## src/hdl/bst_map.vh

```
// Constants for the boundary-scan test port.
// Contract
// [RQ1] Only four test pins: clock, mode select, data in, data out; no test reset.
// [RQ2] Internal reset forces the controller into Test-Logic-Reset.
// [RQ3] Test data out shares one pin with the half line-locked clock.
// [RQ4] Board boundary test only; no internal test, no self-test.
// [RQ5] Controller steps on test clock by mode select; states drive capture, shift, update.
// [RQ6] Instruction path in IR branch; instruction picks the data register in DR branch.
// [RQ7] Decoder supports bypass, sample/preload, extest, vendor test, identification, highz, clamp.
// [RQ8] Highz floats outputs, clamp drives from cells; both select bypass.
// [RQ9] Boundary chain links pad cells serially; samples inputs, drives outputs.
// [RQ10] Input cell: capture pin, shift from neighbour, nothing on update.
// [RQ11] Output cell: capture flop from system or neighbour, update flop loaded from it.
// [RQ12] Under extest pins follow update flops, otherwise system logic; code uses update flops under clamp too.
// [RQ13] Four output-type cells steer the enables of the tristate groups.
// [RQ14] Pixel clock pin uses one input cell plus one tristate-control cell.
// [RQ15] Bypass is a one-stage serial path.
// [RQ16] Identification register: 32 bits, maker code, part number, revision.
// [RQ17] Vendor test register: 8 bits, shift and update only, no capture.
// [RQ18] Instruction register three bits, no parity, captures 101.
// [RQ19] Codes 100 to 111 select bypass; identification selected after reset.
// [RQ20] In Test-Logic-Reset shared pin carries half clock, else test data out.
// [RQ21] Boundary chain holds exactly 38 cells in fixed pin order.
// [RQ22] Codes: extest 000, sample 001, id 010, vendor 011, highz 100, clamp 110.
// [RQ23] Inputs sampled on rising test clock; data out changes on falling edge.
`ifndef BST_MAP_VH
`define BST_MAP_VH

// ----------------------------------------
// Instruction register
// ----------------------------------------
`define BST_IR_W 3
`define BST_IR_EXTEST 3'h0
`define BST_IR_SAMPLE 3'h1
`define BST_IR_IDCODE 3'h2
`define BST_IR_VTEST 3'h3
`define BST_IR_HIGHZ 3'h4
`define BST_IR_CLAMP 3'h6
`define BST_IR_CAPTURE 3'h5

// ----------------------------------------
// Data registers
// ----------------------------------------
`define BST_ID_W 32
`define BST_VT_W 8
`define BST_VT_RESET 8'h00
`define BST_ID_VERSION 4'h1
`define BST_ID_PART 16'h0001
`define BST_ID_MAKER 11'h0aa

// ----------------------------------------
// Boundary chain layout, input cells first from the scan-out end
// ----------------------------------------
`define BST_N_IN 13
`define BST_N_OUT 21
`define BST_N_TRI 4
`define BST_N_CELLS 38
`define BST_TRI_PIXEL_CLOCK_PIN 3

// ----------------------------------------
// Synchroniser width: test clock, mode, data in, then the input pins
// ----------------------------------------
`define BST_SYNC_W 16

`endif

```

## src/hdl/bst_sync.v

```verilog
// Two-flop synchroniser for pins from outside the clock domain.
module bst_sync #(
	parameter W = 1
) (
	// Clock and reset
	input wire clk,
	input wire rst,
	// Asynchronous levels in, synchronised levels out
	input wire [W-1:0] d,
	output wire [W-1:0] q
);

	genvar i;

	generate
		for (i = 0; i < W; i = i + 1) begin : g_bit
			reg meta_r;
			reg sync_r;
			// Only the second flop is visible outside.
			always @(posedge clk) begin
				if (rst) begin
					meta_r <= 1'b0;
					sync_r <= 1'b0;
				end else begin
					meta_r <= d[i];
					sync_r <= meta_r;
				end
			end
			assign q[i] = sync_r;
		end
	endgenerate

endmodule

```

## src/hdl/bst_chain.v

```verilog
// Boundary chain: input, output and tristate-control cells in one shift path.
`include "bst_map.vh"

module bst_chain (
	// Clock and reset
	input wire clk,
	input wire rst,
	// Controller actions, one-cycle pulses
	input wire cap_en,
	input wire shift_en,
	input wire upd_en,
	// Serial path
	input wire scan_in,
	output wire scan_out,
	// Values captured into the cells
	input wire [`BST_N_IN-1:0] pin_in,
	input wire [`BST_N_OUT-1:0] sys_out,
	input wire [`BST_N_TRI-1:0] sys_oe,
	// Update flops of output and tristate cells
	output wire [`BST_N_OUT-1:0] upd_out,
	output wire [`BST_N_TRI-1:0] upd_oe
);

	localparam NC = `BST_N_CELLS;
	localparam NI = `BST_N_IN;

	wire [NC-1:0] cap_src;
	wire [NC:0] chain;
	reg [NC-1:0] cap_r;
	wire [NC-1:NI] upd_w;

	assign cap_src = {sys_oe, sys_out, pin_in}; // RQ9
	assign chain = {scan_in, cap_r};
	assign scan_out = cap_r[0];

	genvar i;

	generate
		for (i = 0; i < NC; i = i + 1) begin : g_cell
			always @(posedge clk) begin
				if (rst) begin
					cap_r[i] <= 1'b0;
				end else if (cap_en) begin
					cap_r[i] <= cap_src[i]; // RQ10 RQ11
				end else if (shift_en) begin
					cap_r[i] <= chain[i+1]; // RQ9
				end
			end
			if (i >= NI) begin : g_upd
				reg upd_r;
				// Input cells have no update flop at all.
				always @(posedge clk) begin
					if (rst) begin
						upd_r <= 1'b0;
					end else if (upd_en) begin
						upd_r <= cap_r[i]; // RQ11 RQ13
					end
				end
				assign upd_w[i] = upd_r;
			end
		end
	endgenerate

	assign upd_out = upd_w[NI+`BST_N_OUT-1:NI];
	assign upd_oe = upd_w[NC-1:NI+`BST_N_OUT];

endmodule

```

## src/hdl/bst_tap.v

```verilog
// Boundary-scan test access port: controller, instructions and data registers.
`include "bst_map.vh"

module bst_tap #(
	parameter [3:0] ID_VERSION = `BST_ID_VERSION,
	parameter [15:0] ID_PART = `BST_ID_PART,
	// Arbitrary neutral maker code.
	parameter [10:0] ID_MAKER = `BST_ID_MAKER
) (
	// Clock and reset
	input wire clk,
	input wire rst,
	// Test port pins
	input wire tck_pin,
	input wire tms_pin,
	input wire tdi_pin,
	// Shared test data out and half line-locked clock pin
	input wire half_line_locked_clock,
	output wire shared_pin_out,
	output wire shared_pin_oe,
	// Boundary pins; pin_in[0] is the pixel clock pin input
	input wire [`BST_N_IN-1:0] pin_in,
	input wire [`BST_N_OUT-1:0] sys_out,
	input wire [`BST_N_TRI-1:0] sys_oe,
	output wire [`BST_N_OUT-1:0] pad_out,
	output wire [`BST_N_TRI-1:0] pad_oe,
	// Pixel clock pin output; its enable is pad_oe[3]
	input wire sys_pixel_clock,
	output wire pixel_clock_pin_out,
	// Vendor test register contents
	output wire [`BST_VT_W-1:0] test_reg_out
);

	// ----------------------------------------
	// Controller states
	// ----------------------------------------
	localparam [3:0] S_TLR = 4'h0;
	localparam [3:0] S_RTI = 4'h1;
	localparam [3:0] S_SEL_DR = 4'h2;
	localparam [3:0] S_CAP_DR = 4'h3;
	localparam [3:0] S_SH_DR = 4'h4;
	localparam [3:0] S_EX1_DR = 4'h5;
	localparam [3:0] S_PA_DR = 4'h6;
	localparam [3:0] S_EX2_DR = 4'h7;
	localparam [3:0] S_UP_DR = 4'h8;
	localparam [3:0] S_SEL_IR = 4'h9;
	localparam [3:0] S_CAP_IR = 4'ha;
	localparam [3:0] S_SH_IR = 4'hb;
	localparam [3:0] S_EX1_IR = 4'hc;
	localparam [3:0] S_PA_IR = 4'hd;
	localparam [3:0] S_EX2_IR = 4'he;
	localparam [3:0] S_UP_IR = 4'hf;

	localparam [`BST_ID_W-1:0] ID_VALUE = {ID_VERSION, ID_PART, ID_MAKER, 1'b1};

	// ----------------------------------------
	// Pin synchronisation and test clock edges
	// ----------------------------------------
	wire [`BST_SYNC_W-1:0] sync_q;
	wire tck_s;
	wire tms_s;
	wire tdi_s;
	wire [`BST_N_IN-1:0] pin_s;
	reg tck_d_r;
	wire tck_rise;
	wire tck_fall;

	// No test reset pin exists; only rst and the controller reset the port.
	bst_sync #(
		.W(`BST_SYNC_W)
	) u_sync (
		.clk(clk),
		.rst(rst),
		.d({pin_in, tdi_pin, tms_pin, tck_pin}), // RQ1
		.q(sync_q)
	);

	assign tck_s = sync_q[0];
	assign tms_s = sync_q[1];
	assign tdi_s = sync_q[2];
	assign pin_s = sync_q[`BST_SYNC_W-1:3];

	always @(posedge clk) begin
		if (rst) begin
			tck_d_r <= 1'b0;
		end else begin
			tck_d_r <= tck_s;
		end
	end

	// The test clock must stay below a quarter of clk for edges to be seen.
	// Both edge flags are one-cycle pulses on clk.
	assign tck_rise = tck_s & ~tck_d_r; // RQ23
	assign tck_fall = ~tck_s & tck_d_r; // RQ23

	// ----------------------------------------
	// Controller
	// ----------------------------------------
	reg [3:0] state_r;
	reg [3:0] state_nxt;

	always @* begin
		case (state_r)
			S_TLR: state_nxt = tms_s ? S_TLR : S_RTI;
			S_RTI: state_nxt = tms_s ? S_SEL_DR : S_RTI;
			S_SEL_DR: state_nxt = tms_s ? S_SEL_IR : S_CAP_DR;
			S_CAP_DR: state_nxt = tms_s ? S_EX1_DR : S_SH_DR;
			S_SH_DR: state_nxt = tms_s ? S_EX1_DR : S_SH_DR;
			S_EX1_DR: state_nxt = tms_s ? S_UP_DR : S_PA_DR;
			S_PA_DR: state_nxt = tms_s ? S_EX2_DR : S_PA_DR;
			S_EX2_DR: state_nxt = tms_s ? S_UP_DR : S_SH_DR;
			S_UP_DR: state_nxt = tms_s ? S_SEL_DR : S_RTI;
			S_SEL_IR: state_nxt = tms_s ? S_TLR : S_CAP_IR;
			S_CAP_IR: state_nxt = tms_s ? S_EX1_IR : S_SH_IR;
			S_SH_IR: state_nxt = tms_s ? S_EX1_IR : S_SH_IR;
			S_EX1_IR: state_nxt = tms_s ? S_UP_IR : S_PA_IR;
			S_PA_IR: state_nxt = tms_s ? S_EX2_IR : S_PA_IR;
			S_EX2_IR: state_nxt = tms_s ? S_UP_IR : S_SH_IR;
			S_UP_IR: state_nxt = tms_s ? S_SEL_DR : S_RTI;
			default: state_nxt = S_TLR;
		endcase
	end

	always @(posedge clk) begin
		if (rst) begin
			state_r <= S_TLR; // RQ2
		end else if (tck_rise) begin
			state_r <= state_nxt; // RQ5
		end
	end

	// Actions fire on the rising edge that leaves the acting state.
	wire act_cap_dr;
	wire act_sh_dr;
	wire act_up_dr;
	wire in_tlr;

	assign act_cap_dr = tck_rise & (state_r == S_CAP_DR); // RQ5
	assign act_sh_dr = tck_rise & (state_r == S_SH_DR); // RQ5
	assign act_up_dr = tck_rise & (state_r == S_UP_DR); // RQ5
	assign in_tlr = (state_r == S_TLR);

	// ----------------------------------------
	// Shift-state flags
	// ----------------------------------------
	// Test data out is driven only while a shift is under way, so a chained
	// tester sees the pull-up level between frames.
	wire in_sh_ir;
	wire in_sh_dr;

	assign in_sh_ir = (state_r == S_SH_IR);
	assign in_sh_dr = (state_r == S_SH_DR);

	// ----------------------------------------
	// Instruction register
	// ----------------------------------------
	reg [`BST_IR_W-1:0] ir_r;
	reg [`BST_IR_W-1:0] ir_sh_r;

	// The active code changes only in Update-IR or Test-Logic-Reset, so pads never see a half-shifted code.
	always @(posedge clk) begin
		if (rst) begin
			ir_r <= `BST_IR_IDCODE; // RQ19
			ir_sh_r <= `BST_IR_CAPTURE;
		end else if (tck_rise) begin
			if (in_tlr) begin
				ir_r <= `BST_IR_IDCODE; // RQ19
			end
			case (state_r)
				S_CAP_IR: ir_sh_r <= `BST_IR_CAPTURE; // RQ18
				S_SH_IR: ir_sh_r <= {tdi_s, ir_sh_r[`BST_IR_W-1:1]}; // RQ6
				S_UP_IR: ir_r <= ir_sh_r; // RQ6
				default: ir_sh_r <= ir_sh_r;
			endcase
		end
	end

	// ----------------------------------------
	// Instruction decode
	// ----------------------------------------
	// No internal-test or self-test code exists; every other code is bypass.
	// Codes 101 and 111 therefore fall through to bypass as well.
	wire sel_bsr;
	wire sel_id;
	wire sel_vt;
	wire sel_byp;
	wire drive_cells;
	wire float_all;

	assign sel_bsr = (ir_r == `BST_IR_EXTEST) | (ir_r == `BST_IR_SAMPLE); // RQ22 RQ7 RQ4
	assign sel_id = (ir_r == `BST_IR_IDCODE); // RQ22 RQ7
	assign sel_vt = (ir_r == `BST_IR_VTEST); // RQ22 RQ7
	assign sel_byp = ~(sel_bsr | sel_id | sel_vt); // RQ19 RQ8
	assign drive_cells = (ir_r == `BST_IR_EXTEST) | (ir_r == `BST_IR_CLAMP); // RQ12 RQ8
	assign float_all = (ir_r == `BST_IR_HIGHZ); // RQ8

	// ----------------------------------------
	// Bypass and identification registers
	// ----------------------------------------
	reg byp_r;
	reg [`BST_ID_W-1:0] id_sh_r;

	always @(posedge clk) begin
		if (rst) begin
			byp_r <= 1'b0;
		end else if (act_cap_dr & sel_byp) begin
			byp_r <= 1'b0;
		end else if (act_sh_dr & sel_byp) begin
			byp_r <= tdi_s; // RQ15
		end
	end

	always @(posedge clk) begin
		if (rst) begin
			id_sh_r <= ID_VALUE;
		end else if (act_cap_dr & sel_id) begin
			id_sh_r <= ID_VALUE; // RQ16
		end else if (act_sh_dr & sel_id) begin
			id_sh_r <= {tdi_s, id_sh_r[`BST_ID_W-1:1]}; // RQ16
		end
	end

	// ----------------------------------------
	// Vendor test register
	// ----------------------------------------
	// Without a capture step the shift stage keeps the last word for checking.
	reg [`BST_VT_W-1:0] vt_sh_r;
	reg [`BST_VT_W-1:0] vt_upd_r;

	always @(posedge clk) begin
		if (rst) begin
			vt_sh_r <= `BST_VT_RESET;
			vt_upd_r <= `BST_VT_RESET;
		end else if (act_sh_dr & sel_vt) begin
			vt_sh_r <= {tdi_s, vt_sh_r[`BST_VT_W-1:1]}; // RQ17
		end else if (act_up_dr & sel_vt) begin
			vt_upd_r <= vt_sh_r; // RQ17
		end
	end

	assign test_reg_out = vt_upd_r;

	// ----------------------------------------
	// Boundary chain
	// ----------------------------------------
	wire bsr_so;
	wire [`BST_N_OUT-1:0] upd_out;
	wire [`BST_N_TRI-1:0] upd_oe;

	// Pixel clock pin: input cell pin_in[0] plus tristate cell 3.
	bst_chain u_chain (
		.clk(clk),
		.rst(rst),
		.cap_en(act_cap_dr & sel_bsr), // RQ10 RQ11
		.shift_en(act_sh_dr & sel_bsr), // RQ9 RQ21
		.upd_en(act_up_dr & sel_bsr), // RQ11
		.scan_in(tdi_s),
		.scan_out(bsr_so),
		.pin_in(pin_s), // RQ14
		.sys_out(sys_out),
		.sys_oe(sys_oe),
		.upd_out(upd_out),
		.upd_oe(upd_oe)
	);

	// ----------------------------------------
	// Pad drive
	// ----------------------------------------
	reg [`BST_N_OUT-1:0] pad_out_r;
	reg [`BST_N_TRI-1:0] pad_oe_r;
	reg pix_out_r;

	// Highz wins over clamp and extest, so the pads float even with driving cells.
	always @(posedge clk) begin
		if (rst) begin
			pad_out_r <= {`BST_N_OUT{1'b0}};
			pad_oe_r <= {`BST_N_TRI{1'b0}};
			pix_out_r <= 1'b0;
		end else begin
			pix_out_r <= sys_pixel_clock;
			pad_out_r <= drive_cells ? upd_out : sys_out; // RQ12
			if (float_all) begin
				pad_oe_r <= {`BST_N_TRI{1'b0}}; // RQ8
			end else begin
				pad_oe_r <= drive_cells ? upd_oe : sys_oe; // RQ13
			end
		end
	end

	assign pad_out = pad_out_r;
	assign pad_oe = pad_oe_r;
	assign pixel_clock_pin_out = pix_out_r;

	// ----------------------------------------
	// Test data out and the shared pin
	// ----------------------------------------
	reg tdo_nxt;
	reg tdo_r;
	reg tdo_oe_r;
	reg shared_out_r;
	reg shared_oe_r;

	always @* begin
		if (in_sh_ir) begin
			tdo_nxt = ir_sh_r[0]; // RQ6
		end else if (sel_bsr) begin
			tdo_nxt = bsr_so; // RQ6
		end else if (sel_id) begin
			tdo_nxt = id_sh_r[0];
		end else if (sel_vt) begin
			tdo_nxt = vt_sh_r[0];
		end else begin
			tdo_nxt = byp_r;
		end
	end

	always @(posedge clk) begin
		if (rst) begin
			tdo_r <= 1'b0;
			tdo_oe_r <= 1'b0;
		end else if (tck_fall) begin
			tdo_r <= tdo_nxt; // RQ23
			tdo_oe_r <= in_sh_ir | in_sh_dr; // RQ23
		end
	end

	// The pin is never released in Test-Logic-Reset, so boards downstream
	// of this device cannot be scanned through it.
	always @(posedge clk) begin
		if (rst) begin
			shared_out_r <= 1'b0;
			shared_oe_r <= 1'b1;
		end else if (in_tlr) begin
			shared_out_r <= half_line_locked_clock; // RQ20 RQ3
			shared_oe_r <= 1'b1; // RQ20
		end else begin
			shared_out_r <= tdo_r; // RQ20 RQ3
			shared_oe_r <= tdo_oe_r; // RQ20
		end
	end

	assign shared_pin_out = shared_out_r;
	assign shared_pin_oe = shared_oe_r;

endmodule

```

## config.mk

```make
export PLATFORM = sky130hd
export DESIGN_NAME = bst_tap
export DESIGN_NICKNAME = d
export VERILOG_FILES = /design/src/hdl/bst_sync.v /design/src/hdl/bst_chain.v /design/src/hdl/bst_tap.v
export VERILOG_INCLUDE_DIRS = /design/src /design/src/hdl
export SDC_FILE = /design/constraint.sdc
export NUM_CORES = 1
export LEC_CHECK = 0
export BUFFER_PORTS_ARGS = -buffer_cell sky130_fd_sc_hd__buf_2
export CAP_MARGIN = 0
export CORE_MARGIN = 4
export CORE_UTILIZATION = 40
export CTS_CLUSTER_DIAMETER = 40
export DETAILED_ROUTE_END_ITERATION = 8
export GPL_TIMING_DRIVEN = 0
export PLACE_DENSITY = 0.68
export SKIP_LAST_GASP = 1
export SYNTH_ARGS = -nofsm -noshare
export SYNTH_HDL_FRONTEND = slang
export SYNTH_SLANG_ARGS = --single-unit
```

## constraint.sdc

```tcl
create_clock -name clk -period 4.1 [get_ports clk]
set_input_delay 0.82 -clock clk [delete_from_list [all_inputs] [get_ports clk]]
set_output_delay 0.82 -clock clk [all_outputs]
set_load 0.01 [all_outputs]
```

# Word-level counts from Yosys, hierarchy flattened

Index checks and enable logic that the tools add are counted.

Register bits after elaboration: 185
Logic and storage cells: 267
Output and inout port bits: 36
Input bits: 45

Muxes and demuxes: 99
Reductions and logical operators: 15
Bitwise operators: 23
Equal/unequal tests: 20

Operator list:

| operator                                                              | count |
|---|---|
| 1-bit 2-to-1 mux                                                      | 84 |
| 4-bit one-hot mux with 12 select lines                                | 1 |
| 4-bit equality test, second input constant                            | 8 |
| 21-bit 2-to-1 mux                                                     | 1 |
| 4-bit 2-to-1 mux                                                      | 5 |
| 4-bit by 3-bit equality test with 1-bit output, second input constant | 4 |
| 1-bit bitwise AND                                                     | 14 |
| 3-bit 2-to-1 mux                                                      | 4 |
| 2-bit OR reduction                                                    | 6 |
| 4-bit by 2-bit equality test with 1-bit output, second input constant | 2 |
| 3-bit by 2-bit equality test with 1-bit output, second input constant | 2 |
| 3-bit equality test, second input constant                            | 2 |
| 2-bit 2-to-1 mux                                                      | 3 |
| 3-bit one-hot mux with 2 select lines                                 | 1 |
| 2-bit AND reduction                                                   | 3 |
| 2-bit nonzero test                                                    | 3 |
| 1-bit OR                                                              | 5 |
| 4-bit by 1-bit equality test with 1-bit output, second input constant | 1 |
| 4-bit logical NOT                                                     | 1 |
| 1-bit NOT                                                             | 4 |
| 3-bit by 1-bit equality test with 1-bit output, second input constant | 1 |
| 3-bit logical NOT                                                     | 1 |
| 3-bit OR reduction                                                    | 1 |

# Longest topological paths before layout

Gate-level depths: netlist (run 1).

Depth in word-level cells: 7
Depth in mapped cells: 7

# By module

Synthesis (run 1) repeated with hierarchy kept, for this count alone.

Cells, all modules: 770
Area, all modules: 7533.5 µm²

Modules (own cells, without submodules):

| module    | cells each | times used | area an instance (µm²) |
|---|---|---|---|
| bst_tap   | 412        | 1          | 3624.7 |
| bst_chain | 275        | 1          | 2925.3 |
| bst_sync  | 83         | 1          | 983.4 |

# Worst setup path before layout (run 1)

No wires, ideal clock.

Kind: flip-flop to flip-flop
Start point: register state_r[0]
End point: register u_chain.g_cell[36].g_upd.upd_r
Arrival time: 1.678 ns
Library setup time: 0.134 ns
Buffers on the path: 2
Path slack: 2.288 ns
Cell stages (with the launch flop): 7
Period minus slack after synthesis: 1.812 ns
Cells stage by stage: dfxtp_1 or3_4 or4_1 buf_2 buf_2 nand2_1 a21oi_1

Word-level cells in the longest chain between the ends: 3

RTL lines:

| item                   | line           | text |
|---|---|---|
| start, declared        | bst_tap.v:99   | `reg [3:0] state_r;` |
| start signal, assigned | bst_tap.v:128  | `state_r <= state_nxt;` |
| 4-bit equality test    | bst_tap.v:140  | `assign act_up_dr = tck_rise & (state_r == S_UP_DR);` |
| 1-bit bitwise AND      | bst_tap.v:140  |  |
| 1-bit bitwise AND      | bst_tap.v:256  | `.upd_en(act_up_dr & sel_bsr),` |
| end signal, assigned   | bst_chain.v:56 | `upd_r <= cap_r[i];` |
| end, declared          | bst_chain.v:50 | `reg upd_r;` |

No other way between the ends.
A chain may end at the register's enable or synchronous reset.

# Worst setup path after layout (run 1)

Start point: register ir_r[2]
End point: register pad_out_r[19], in the netlist pad_out[19]

Word-level cells in the longest chain between the ends: 3
Elaborated cells between the ends (all ways): 4

RTL lines:

| item                                                                      | line          | text |
|---|---|---|
| start, declared                                                           | bst_tap.v:157 | `` reg [`BST_IR_W-1:0] ir_r; `` |
| start signal, assigned                                                    | bst_tap.v:163 | `` ir_r <= `BST_IR_IDCODE; `` |
| start signal, assigned                                                    | bst_tap.v:167 | `` ir_r <= `BST_IR_IDCODE; `` |
| start signal, assigned                                                    | bst_tap.v:172 | `S_UP_IR: ir_r <= ir_sh_r;` |
| 3-bit equality test (no line) / 3-bit logical NOT (equally long branches) | n/a           |  |
| 1-bit OR (*)                                                              | bst_tap.v:194 | `` assign drive_cells = (ir_r == `BST_IR_EXTEST) \| (ir_r == `BST_IR_CLAMP); `` |
| 21-bit 2-to-1 mux (*)                                                     | bst_tap.v:281 | `pad_out_r <= drive_cells ? upd_out : sys_out;` |
| end signal, assigned                                                      | bst_tap.v:276 | `` pad_out_r <= {`BST_N_OUT{1'b0}}; `` |
| end signal, assigned                                                      | bst_tap.v:281 |  |
| end, declared                                                             | bst_tap.v:269 | `` reg [`BST_N_OUT-1:0] pad_out_r; `` |

Mark *: on every way between the ends. The rest lies on a longest branch, timed or not.

==> flow_metrics.tcl, run 1 <==
set metrics [dict create \
    cp.arrival_ps 2440 \
    period_share_pct 51.07 \
    areaGrowthSynthToFinish_pct 18.24 \
    crit_family "compound AO/OA/AOI/OAI gates" \
    async_reset_ff_share_pct 0 \
    hold_depth 1 \
    drive_gt1_share_pct 18.64 \
    worst-slew-pin-transition_ps 787.5 \
    syn_area_sq_um 6962 \
    grt_overflow 0 \
    n_antenna_cell 0 \
    drt-wirelength-per-cell_um 14.25 \
    cts_tree "done" \
    power_mw 3.608 \
    synth.ff_latch_count 185 \
    numPortBuffers 79 \
    synth_nets 787 \
    ctsLongestPathBuffers 2 \
    r2r_slack_ps 2010 \
    crit_chain "clkbuf_1 -> or2_2 -> a21oi_1 -> buf_2 -> nand2_1 -> a21oi_1" \
    place_hpwl_um 10590 \
    gp_congestion 0.7882 \
    drc 0 \
    htreeDepth 4 \
    cts_buffers 17 \
    vias_per_cell 5.059 \
    synth_top_family_by_area "simple AND/OR/NAND/NOR gates" \
    cts_resized 0 \
    die-area_sq_um 19580 \
    via_count 5428 \
    design_area_sq_um 8232 \
    period_needed_ps 2094 \
    register_area_sq_um 3704 \
    placedInstanceArea_sq_um 7632 \
    power_density_nw_per_um2 438.3 \
    setup-tns-final_ps 0 \
    synth.distinct_cells 51 \
    clock_latency_ps 430 \
    drt_pass1_iterations 4 \
    postSynthCellCount 742 \
    cp_common_cell "a21oi_1" \
    coreArea_sq_um 16820 \
    clkTransAtPathRegs_ps 70 \
    synth_edf_count 0 \
    fillerInstances 1576 \
    die_h_um 139.9 \
    grt_util_all_layers_pct 15.71 \
    finalSetupViolations 0 \
    hp-class "flop to flop" \
    final_cell_count_no_fill 1073 \
    critical_path_class "flop to flop" \
    grt_pass1_wl_um 25180 \
    post-place-cells 1041 \
    outcome "finished, final reports clean" \
    critPathLaunch "ir_r[2]" \
    initial_core_util_pct 41.39 \
    postCtsHoldBufs 0 \
    synth.area.mux_share_pct 8.052 \
    synthSimpleGateAreaFrac_pct 18.94 \
    crit_fanout 10 \
    cp.depth 6 \
    multiInputGateArea_sq_um 2967 \
    hold_viol_final 0 \
    vdd_drop_max_uv 341.4 \
    place_ws_ps 1926 \
    finalMaxSlewViolations 0 \
    worstHoldStart "u_sync.g_bit[14].meta_r" \
    drt_iter0_drc 383 \
    cp-start-kind "flop" \
    grt_max_degree 20 \
    slew_headroom_pct 47.11 \
    synth-xor-area-share_pct 0.2516 \
    final_core_util_pct 48.94 \
    cpPeakStageDelay_ps 490 \
    slowest_stage "a21oi_1" \
    finalNetCount 885 \
    worstSetupEndpointType "flop" \
    setup_slack_ps 2006 \
    r2r_cells 6 \
    max_clock_freq_mhz 477.6 \
    synth_compound_area_share_pct 15.37 \
    hold_slack_ps 436.8 \
    rows 47 \
    synth_ff_type "dfxtp_1" \
    rsz0062_at_grt "no" \
    clock_skew_ps 10.01 \
    clockRootBuffer "clkbuf_16" \
    cellLeakagePower_nw 2.962 \
    synth_fa_ha_area_share_pct 0 \
    worst-path-buf-inv 2 \
    grt_pass1_vias 5012 \
    r2r-start "ir_r[2]" \
    ys_warn_count 0 \
    antenna_found_initial 0 \
    drv_cap 0 \
    cts_sinks 185 \
    synth.yosys.seq_area_share_pct 53.20 \
    die_x_um 139.9 \
    cts_setup_buffers 0 \
    routed_wirelength_um 15290 \
    io_pins 81 \
    ant_nets 0 \
    crit_required_ps 4450 \
    synth_area_per_cell_sq_um 9.382 \
]
[cells in the final DEF, fill, tap and decap left out, drive strengths merged, types with 2 or more instances in the layout]
cell type / instances
nand2b: 4
a221oi: 2
o21bai: 3
inv: 12
a211oi: 42
a21oi: 61
clkinv: 6
a21o: 2
or3: 2
clkbuf: 48
nor2: 105
mux2i: 56
nand3: 3
nand3b: 3
nand2: 99
nor3: 7
nor3b: 3
a211o: 2
or3b: 3
buf: 107
dfxtp: 185
nor4: 10
a22oi: 31
or2: 2
nor2b: 37
[worst reg2reg max path: stages, from the launching register on]
cell and delay (ps):
dfxtp_1 300, clkbuf_1 200, or2_2 410, a21oi_1 490, buf_2 350, nand2_1 90, a21oi_1 180
[flip-flops by register name (all words and copies together), names as in the netlist, 3 cells and up]
register and count:
state_r 4, pad_oe 4, ir_r 3, ir_sh_r 3
u_sync.g_bit.sync_r 16, u_sync.g_bit.meta_r 16, vt_sh_r 8, u_chain.g_cell.g_upd.upd_r 25
test_reg_out 8, pad_out 21, id_sh_r 32, u_chain.cap_r 37
[cell families after synthesis]
family,after synthesis
compound gates,154
xor+xnor,2
mux,56
buf+inv,63
flops,185
simple gates,282
[cell usage after synthesis, drive strengths merged, types with 4 or more instances]
library cell / n / area (sq um)
nor4: 10 / 92.59
nor2: 105 / 394.1
a22oi: 31 / 232.7
nand2: 99 / 371.6
nor3: 7 / 51.30
mux2i: 56 / 560.5
a21oi: 61 / 305.3
a211oi: 42 / 370.4
nor2b: 37 / 231.5
dfxtp: 185 / 3704
clkbuf: 31 / 116.4
buf: 28 / 160.1
nand2b: 4 / 25.02
[layer usage]
layer / GRT usage, % / wire length, um / vias to the layer above
li1: - / - / 2762
met1: 21.36 / 7367 / 2516
met2: 24.39 / 6871 / 124
met3: 3.851 / 743 / 26
met4: 5.711 / 303 / 0
met5: 0 / 0 / -
[area by class of cell]
| type | count | share of cell area, % |
|---|---|---|
| Inverter | 4 | 0.1824 |
| Timing Repair Buffer | 79 | 4.803 |
| Tap cell | 220 | 3.344 |
| Sequential cell | 185 | 44.99 |
| Multi-Input combinational cell | 494 | 36.04 |
| Clock inverter | 15 | 2.113 |
| Clock buffer | 17 | 5.168 |
| Buffer | 59 | 3.359 |
[power by group]
group          internal (mW)  switching, mW
Combinational         0.0510         0.0828
Clock                  0.874          0.764
Sequential              1.83        0.00936
Total                   2.75          0.856
[worst paths after layout]
check / to
max: pad_out[19]
min: u_sync.g_bit[14].sync_r
max reg2reg: pad_out[19]
min reg2reg: u_sync.g_bit[14].sync_r
Note: power is estimated with default switching activity, not from simulation.
==> run 2: changes to the inputs <==
==> constraint.sdc (replaced) <==
create_clock -name clk -period 1.96 [get_ports clk]
set_input_delay 0.392 -clock clk [delete_from_list [all_inputs] [get_ports clk]]
set_output_delay 0.392 -clock clk [all_outputs]
set_load 0.01 [all_outputs]
==> flow_metrics.tcl, run 2 (same netlist as run 1, synthesis figures left out) <==
set metrics [dict create \
    outcome "finished, final reports clean" \
    initial_core_util_pct 41.39 \
    setup_slack_ps 66.06 \
    routed-wl-met3_um 713 \
    placedInstanceArea_sq_um 7632 \
    clockRootBuffer "clkbuf_16" \
    largest-register "u_chain.cap_r" \
    period_needed_ps 1894 \
    final_cell_count_no_fill 1078 \
    finalNetCount 890 \
    cellLeakagePower_nw 3.033 \
    die_h_um 139.9 \
    ctsLongestPathBuffers 2 \
    crit_fanout 10 \
    cp-start-kind "flop" \
    cell_internal_pwr_mw 5.757 \
    grt_max_degree 20 \
    coreArea_sq_um 16820 \
    grt_util_all_layers_pct 15.74 \
    drive_gt1_share_pct 21.21 \
    r2r_slack_ps 70 \
    hold_viol_final 0 \
    worstSetupEndpointType "flop" \
    die-area_sq_um 19580 \
    power_mw 7.554 \
    gp_congestion 0.7882 \
    clock_latency_ps 430 \
    vdd_drop_max_uv 712.8 \
    r2r_cells 6 \
    whs_endpoint "u_sync.g_bit[6].meta_r" \
    ant_nets 0 \
    grt_overflow 0 \
    clockPowerShare_pct 45.4 \
    areaGrowthSynthToFinish_pct 20.90 \
    antenna_found_initial 0 \
    biggestRegsByFlops "u_chain.cap_r x37, id_sh_r x32, u_chain.g_cell.g_upd.upd_r x25" \
    r2r-start "state_r[1]" \
    clock_skew_ps 9.448 \
    power_density_nw_per_um2 897.4 \
    place_hpwl_um 10590 \
    grt_pass1_vias 5027 \
    power_frac_seq_pct 50.8 \
    post-place-cells 1041 \
    worstHoldStart "pin_in[3]" \
    place_ws_ps -85.79 \
    worst-slew-pin-transition_ps 732.8 \
    netSwitchingFraction_pct 23.79 \
    drc 0 \
    numPortBuffers 79 \
    finalSetupViolations 0 \
    final_common_cell "dfxtp_1" \
    slew_headroom_pct 51.15 \
    die_x_um 139.9 \
    drv_cap 0 \
    critical_path_class "flop to flop" \
    io_pins 81 \
    cts_tree "done" \
    cts_sinks 185 \
    period_share_pct 96.63 \
    design_area_sq_um 8417 \
    routed_wirelength_um 15530 \
    dr_wl_met2_um 6976 \
    vias_per_cell 5.043 \
    drt-met1-wl_um 7546 \
    largest_reg_flops 37 \
    crit_required_ps 2240 \
    htreeDepth 4 \
    drt_pass1_iterations 5 \
    hold_depth 2 \
    cts_buffers 17 \
    switching_power_mw 1.797 \
    top_layer "met4" \
    drt-wirelength-per-cell_um 14.41 \
    hp-class "input pin to flop" \
    max_clock_freq_mhz 528.0 \
    finalMaxSlewViolations 0 \
    combPwrFrac_pct 3.8 \
    clkTransAtPathRegs_ps 70 \
    cp.arrival_ps 2180 \
    timing.rr.end "u_chain.g_cell[19].g_upd.upd_r" \
    grt_pass1_wl_um 25250 \
    setup-tns-final_ps 0 \
    rows 47 \
    postCtsHoldBufs 0 \
    rsz0062_at_grt "yes" \
    drt_iter0_drc 381 \
    mostFrequentLayoutCells "dfxtp_1 (179), nor2_1 (105), nand2_1 (99)" \
    via_count 5436 \
    fillerInstances 1562 \
    n_antenna_cell 0 \
]
run 2: cell type report:
cell class              instances  area, sq um  area share (%)
flip-flops and latches        185         3714           44.12
well taps                     220        275.3           3.270
clock buffers                  17        425.4           5.054
inverters                       4        16.27          0.1933
repair buffers                 87        484.2           5.753
clock inverters                15        173.9           2.066
plain buffers                  56        305.3           3.627
multi-input cells             494         3023           35.91
run 2: worst max-delay path, stage by stage (launching register included):
cell     delay [ps]
dfxtp_4         370
or3_4           430
or4_4           530
buf_6           150
buf_6           140
nand2_1          60
a21oi_1          60
run 2: timing repair:
action / 4_1_cts / 5_1_grt
gates cloned: 0 / 1
endpoints found under the setup margin: 101 / 106
pin swaps: 3 / 5
buffers inserted: 1 / 6
resized for setup: 5 / 33
run 2: worst max-delay path by stage:
| stage | startpoint | to | slack (ps) |
|---|---|---|---|
| detailed placement | ir_r[2] | pad_out[19] | -90 |
| global placement | ir_r[2] | pad_out[19] | -120 |
| finish | state_r[1] | u_chain.g_cell[19].g_upd.upd_r | 70 |
| CTS | ir_r[2] | id_sh_r[27] | -80 |
| global route | ir_r[1] | id_sh_r[27] | -20 |
| floorplan | state_r[0] | u_chain.g_cell[36].g_upd.upd_r | 150 |
run 2: per-stage QoR:
stage	hold slack [ps]	util, %
6_report	166.1	50.04
5_1_grt	148.9	50.04
4_1_cts	144.4	49.15
3_5_place_dp	422.0	45.38
3_3_place_gp	418.3	45.38
2_1_floorplan	413.8	-
run 2: power groups by stage:
stage	clock, mW	sequential [mW]	combinational (mW)
3_5_place_dp	0	3.93	0.282
4_1_cts	3.51	3.84	0.282
2_1_floorplan	0	3.94	0.133
6_report	3.43	3.84	0.284
3_3_place_gp	0	3.93	0.280
5_1_grt	3.68	3.85	0.312
run 2: metal layers:
metal | up-vias | global-route usage [%]
li1 | 2772 | -
met1 | 2527 | 21.39
met2 | 114 | 24.46
met3 | 23 | 3.851
met4 | 0 | 5.711
met5 | - | 0
